File: src/shared/sys_cfg_pkg.sv
// Package of offsets, field positions and reset values for the system configuration block.
package sys_cfg_pkg;
  // ==========================================================================
  // Register map
  localparam logic [11:0] cfg_one_off = 12'h000;
  // ==========================================================================
  // Field positions
  localparam int mem_sel_lsb = 0;
  localparam int mem_sel_msb = 1;
  localparam int fmp_lsb = 16;
  localparam int fmp_msb = 19;
  localparam int fmp_count = 4;
  localparam int rsv_hi_lsb = 20;
  // ==========================================================================
  // Reset values
  localparam logic [3:0] fmp_rst = 4'h0;
  localparam logic [1:0] mem_sel_rst = 2'h0;
  localparam logic [11:0] rsv_hi_rst = 12'h000;
  // ==========================================================================
  // Memory seen at address zero.
  typedef enum logic [1:0] {
    map_main_flash = 2'b00,
    map_sys_flash = 2'b01,
    map_sram = 2'b11
  } map_sel_t;
endpackage

File: src/core/boot_sel_decode.sv
// Decoder from the two-bit memory selection to one-hot memory selects.
`timescale 1ns/1ns
`default_nettype none
module boot_sel_decode
  import sys_cfg_pkg::*;
(
  // Selection field.
  input wire logic [1:0] sel,
  // One-hot result.
  output logic main_flash,
  output logic sys_flash,
  output logic sram
);
  // ==========================================================================
  // Decode
  // A clear low bit always means main flash, whatever the high bit holds.
  always_comb begin
    main_flash = ~sel[0];
    sys_flash = (sel == map_sys_flash);
    sram = (sel == map_sram);
  end
endmodule
`default_nettype wire

File: src/core/system_config_unit.sv
// System configuration register bank with address-zero memory remap and drive bits.
//
// Register access over APB was chosen for this implementation.
`timescale 1ns/1ns
`default_nettype none
module system_config_unit
  import sys_cfg_pkg::*;
(
  // Clock and reset.
  input wire logic pclk,
  input wire logic presetn,
  // APB slave.
  input wire logic psel,
  input wire logic penable,
  input wire logic pwrite,
  input wire logic [11:0] paddr,
  input wire logic [31:0] pwdata,
  input wire logic [3:0] pstrb,
  output logic [31:0] prdata,
  output logic pready,
  output logic pslverr,
  // Boot mode pins.
  input wire logic [1:0] boot_mode,
  // Address-zero memory select.
  output logic map_main_flash_q,
  output logic map_sys_flash_q,
  output logic map_sram_q,
  // Fast-mode Plus drive enables.
  output logic fast_plus_drive_a2,
  output logic fast_plus_drive_b3,
  output logic fast_plus_drive_b4,
  output logic fast_plus_drive_b6
);
  // ==========================================================================
  // Boot strap sampling
  // The boot pins come from outside, so they pass two flops first.
  logic [1:0] boot_s1_q;
  logic [1:0] boot_s2_q;
  logic boot_load_q;
  always_ff @(posedge pclk or negedge presetn) begin
    if (!presetn) begin
      boot_s1_q <= 2'h0;
      boot_s2_q <= 2'h0;
    end else begin
      boot_s1_q <= boot_mode;
      boot_s2_q <= boot_s1_q;
    end
  end

  // Load pending until the synchronised strap is valid, two edges after release.
  logic [1:0] boot_cnt_q;
  always_ff @(posedge pclk or negedge presetn) begin
    if (!presetn) begin
      boot_cnt_q <= 2'h0;
      boot_load_q <= 1'b0;
    end else if (boot_cnt_q != 2'h2) begin
      boot_cnt_q <= boot_cnt_q + 2'h1;
      boot_load_q <= (boot_cnt_q == 2'h1);
    end else begin
      boot_load_q <= 1'b0;
    end
  end

  // ==========================================================================
  // Bus decode
  logic wr_en;
  logic rd_en;
  logic hit;
  assign hit = (paddr[11:2] == cfg_one_off[11:2]);
  assign wr_en = psel && penable && pwrite && hit;
  assign rd_en = psel && !penable && !pwrite;

  // ==========================================================================
  // Register storage
  logic [1:0] mem_sel_q;
  logic [fmp_count-1:0] fmp_q;
  logic [11:0] rsv_hi_q;
  logic [13:0] rsv_lo_q;

  // Selection: boot strap at startup, software at any time afterwards.
  // A write in the same cycle as the strap load wins, being newer intent.
  always_ff @(posedge pclk or negedge presetn) begin
    if (!presetn) begin
      mem_sel_q <= mem_sel_rst;
    end else if (wr_en && pstrb[0]) begin
      mem_sel_q <= pwdata[mem_sel_msb:mem_sel_lsb];
    end else if (boot_load_q) begin
      mem_sel_q <= boot_s2_q;
    end
  end

  // Drive bits and the plain read-write reserved bits.
  always_ff @(posedge pclk or negedge presetn) begin
    if (!presetn) begin
      fmp_q <= fmp_rst;
      rsv_hi_q <= rsv_hi_rst;
      rsv_lo_q <= 14'h0000;
    end else if (wr_en) begin
      if (pstrb[2]) begin
        fmp_q <= pwdata[fmp_msb:fmp_lsb];
        rsv_hi_q[3:0] <= pwdata[23:20];
      end
      if (pstrb[3]) begin
        rsv_hi_q[11:4] <= pwdata[31:24];
      end
      if (pstrb[0]) begin
        rsv_lo_q[5:0] <= pwdata[7:2];
      end
      if (pstrb[1]) begin
        rsv_lo_q[13:6] <= pwdata[15:8];
      end
    end
  end

  // ==========================================================================
  // Read data, registered in the setup cycle so the answer is ready in access.
  always_ff @(posedge pclk or negedge presetn) begin
    if (!presetn) begin
      prdata <= 32'h0000_0000;
    end else if (rd_en) begin
      prdata <= hit ? {rsv_hi_q, fmp_q, rsv_lo_q, mem_sel_q} : 32'h0000_0000;
    end
  end

  // Zero wait states; an unmapped address answers with an error.
  always_ff @(posedge pclk or negedge presetn) begin
    if (!presetn) begin
      pready <= 1'b0;
      pslverr <= 1'b0;
    end else begin
      pready <= psel && !penable;
      pslverr <= psel && !penable && !hit;
    end
  end

  // ==========================================================================
  // Outputs
  logic dec_main;
  logic dec_sys;
  logic dec_sram;
  boot_sel_decode u_dec (
    .sel(mem_sel_q),
    .main_flash(dec_main),
    .sys_flash(dec_sys),
    .sram(dec_sram)
  );

  // Registered so that the memory select never glitches on the bus fabric.
  always_ff @(posedge pclk or negedge presetn) begin
    if (!presetn) begin
      map_main_flash_q <= 1'b1;
      map_sys_flash_q <= 1'b0;
      map_sram_q <= 1'b0;
      fast_plus_drive_a2 <= 1'b0;
      fast_plus_drive_b3 <= 1'b0;
      fast_plus_drive_b4 <= 1'b0;
      fast_plus_drive_b6 <= 1'b0;
    end else begin
      map_main_flash_q <= dec_main;
      map_sys_flash_q <= dec_sys;
      map_sram_q <= dec_sram;
      fast_plus_drive_a2 <= fmp_q[0];
      fast_plus_drive_b3 <= fmp_q[1];
      fast_plus_drive_b4 <= fmp_q[2];
      fast_plus_drive_b6 <= fmp_q[3];
    end
  end
endmodule
`default_nettype wire

File: config.mk
export PLATFORM = sky130hd
export DESIGN_NAME = system_config_unit
export DESIGN_NICKNAME = d
export VERILOG_FILES = /design/src/shared/sys_cfg_pkg.sv /design/src/core/boot_sel_decode.sv /design/src/core/system_config_unit.sv
export SDC_FILE = /design/constraint.sdc
export NUM_CORES = 1
export LEC_CHECK = 0
export CAP_MARGIN = 20
export CELL_PAD_IN_SITES_DETAIL_PLACEMENT = 0
export CELL_PAD_IN_SITES_GLOBAL_PLACEMENT = 2
export CORE_MARGIN = 5
export CORE_UTILIZATION = 42
export DETAILED_ROUTE_END_ITERATION = 10
export DONT_BUFFER_PORTS = 1
export PLACE_DENSITY = 0.93
export SYNTH_ARGS = -nofsm -noshare
export SYNTH_HDL_FRONTEND = slang
export SYNTH_SLANG_ARGS = --single-unit
export TNS_END_PERCENT = 30
File: constraint.sdc
create_clock -name pclk -period 1.8 [get_ports pclk]
set_clock_uncertainty 0.05 [all_clocks]
set_input_delay 0.09 -clock pclk [delete_from_list [all_inputs] [get_ports pclk]]
set_output_delay 0.09 -clock pclk [all_outputs]
set_load 0.05 [all_outputs]
==> flow_summary.yaml <==
synth:
  synth_top_family_by_area: "simple AND/OR/NAND/NOR gates"
  synthFlopType: "dfrtp_1"
  synth_area_um2: 3064
  synth-xor-area-share_pct: 0.2858
  synthSimpleGateAreaFrac_pct: 13.60
  synth_compound_area_share_pct: 5.472
  synth_adder_area_share_pct: 0.8167
  muxShareOfSynthArea_pct: 12.45
  syn_inst: 248
  ys_types: 24
  ys_seq_elements: 80
  synth_edf_count: 0
  syn_nets: 305
  ys_seq_area_share_pct: 65.37
  synth.avg_cell_area_um2: 12.36
  async_flop_share_pct: 100.0
  yosysWarnings: 0
sta:
  worst_slack_ns: 0.3239
  setup_viol: 0
  hold-worst-slack_ns: -0.6235
  min_period_ns: 1.476
  worst_slew_pin_slew_ns: 0.7342
  relSlewSlack_pct: 51.05
  period_share_pct: 82.01
  timing_hold_violations_final: 80
  rsz0062_at_grt: "false"
  fin_tns_setup_ns: 0
  slew_violations: 0
  fmax_mhz: 677.5
power_and_ir_drop:
  p_int_mw: 2.802
  p_per_area_nw_per_um2: 911.3
  p_sw_share_pct: 20.53
  power_frac_seq_pct: 52.1
  combPwrFrac_pct: 3.2
  power.net_switching_mw: 0.7236
  pwr-share-clk_pct: 44.7
  power.static_leakage_nw: 1.781
  p_total_mw: 3.525
  irDropWorstVdd_v: 0.0004013
clock_network:
  cts_sinks: 80
  clock_latency_ns: 0.35
  numCtsBuffers: 9
  ctsHoldBuffers: 36
  cts_buffer_depth: 2
  post_cts_buffers: 0
  cts_resized: 0
  cts_root_buf: "clkbuf_8"
  clk_pin_slew_ns: 0.08
  cts_max_level: 3
  cts_tree: "yes"
layout:
  regArea_um2: 2003
  final_common_cell: "dfrtp_1"
  syn_to_final_growth_pct: 26.26
  fin_util_pct: 53.91
  final_area_um2: 3869
  fin_cells: 399
  antenna_cells: 0
  multi_input_area_um2: 1005
  nets: 352
  mostFrequentLayoutCells: "79 x dfrtp_1, 64 x nand2_1, 36 x dlygate4sd3_1"
  drive_gt1_share_pct: 22.33
  fillCellCount: 623
detailed_routing:
  drt-total-wl_mm: 6.461
  wl_per_cell_um: 16.19
  drc: 0
  drt_iter0_markers: 77
  vias: 1947
  detail-route-antenna-nets: 0
  vias_per_cell: 4.880
  firstDrtPassIters: 4
hold_path:
  hold_path.class: "in2async"
place:
  hpwl_mm: 4.540
  globalplace.congestion: 0.6972
  io_buffers: 0
  post-place-ws_ns: -0.05948
  dp_cells: 347
  dpl_cell_area_um2: 3266
grt:
  grt_max_degree: 81
  grt_pass1_vias: 2104
  antenna_found_initial: 0
  overflow: 0
  grtUsageTotal_pct: 15.76
  grt_pass1_wl_mm: 10.61
flow_run:
  maxCapViolations: 0
critical_path:
  crit_type: "in2reg"
  arrival_ns: 1.68
  crit_path_start_kind: "primary input"
  worstPathMaxFanout: 10
  cp-end-kind: "flop"
  cp.required_ns: 2.00
floorplan:
  core_um2: 7176
  dieArea_um2: 9104
  die_h_um: 95.42
  rows: 31
  die_w_um: 95.42
  ios: 96
  start_util_pct: 42.70
run_status:
  violations: "hold timing"
  status: "finished, violations left"
worst max-delay path, cell delays in order:
cell and delay [ns]:
or4_1 0.53, buf_4 0.20, or3_1 0.45, buf_4 0.21
o21ai_0 0.20
metal layers:
layer	routed length [um]	global-route usage, %	share of wire [%]	up-vias
li1	-	-	-	926
met1	2570	18.30	40	952
met2	3339	26.59	52	58
met3	397	4.341	6.1	11
met4	153	8.175	2.4	0
met5	0	0	0	-
final timing paths:
| check | start | to | slack [ns] | cells past startpoint |
|---|---|---|---|---|
| worst max-delay path | paddr[7] | prdata[11] | 0.32 | 5 |
| worst min-delay path | presetn | prdata[0] | -0.62 | 0 |
| worst max register to register | boot_load_q | mem_sel_q[1] | 0.66 | 2 |
| worst min register to register | boot_s1_q[1] | boot_s2_q[1] | 0.30 | 0 |
| max in group asynchronous | presetn | map_main_flash_q | 2.15 | 0 |
| min in group pclk | penable | prdata[21] | 0.04 | 4 |
synth_stat cells, types with 2 or more instances:
cell type / n / area [um2]
o21ai_1: 3 / 15.01
ha_1: 2 / 25.02
and2_1: 2 / 12.51
mux2_2: 30 / 337.8
clkbuf_1: 12 / 45.04
inv_1: 3 / 11.26
o21ai_0: 29 / 145.1
or4_1: 2 / 15.01
nand2_1: 64 / 240.2
dfrtp_1: 79 / 1977
mux2_1: 3 / 33.78
nand4_1: 4 / 25.02
nor4_4: 4 / 85.08
area by class of cell:
| cell class | instances | share of cell area, % |
|---|---|---|
| Clock buffer | 9 | 3.202 |
| Clock inverter | 7 | 3.072 |
| Inverter | 3 | 0.2911 |
| Multi-Input combinational cell | 152 | 25.97 |
| Sequential cell | 80 | 51.78 |
| Tap cell | 99 | 3.202 |
| Timing Repair Buffer | 49 | 12.48 |
kinds of logic (layout without fill, tap and decap cells):
| group | after synthesis | in the layout |
|---|---|---|
| AND/OR/NAND/NOR | 82 | 82 |
| XOR/XNOR | 1 | 1 |
| flip-flops | 80 | 80 |
| AO/OA/AOI/OAI | 33 | 33 |
| adder cells (fa/ha/maj) | 2 | 2 |
| buffers and inverters | 16 | 68 |
| multiplexers | 34 | 34 |
power groups by stage:
| stage | combinational [mW] | clock (mW) | sequential [mW] |
|---|---|---|---|
| 6_report | 0.113 | 1.57 | 1.84 |
| 5_1_grt | 0.122 | 1.70 | 1.84 |
| 4_1_cts | 0.115 | 1.62 | 1.84 |
| 3_5_place_dp | 0.0512 | 0 | 1.87 |
| 3_3_place_gp | 0.0500 | 0 | 1.87 |
| 2_1_floorplan | 0.0385 | 0 | 1.87 |
registers in the layout, summed over array words and instances (netlist names):
signal              cells
boot_cnt_q              2
boot_load_q             1
boot_s1_q               2
boot_s2_q               2
fast_plus_drive_a2      1
fast_plus_drive_b3      1
fast_plus_drive_b4      1
fast_plus_drive_b6      1
fmp_q                   4
map_main_flash_q        1
map_sram_q              1
map_sys_flash_q         1
mem_sel_q               2
prdata                 32
pready                  1
pslverr                 1
rsv_hi_q               12
rsv_lo_q               14
No activity file was read; power rests on OpenSTA's default activity.
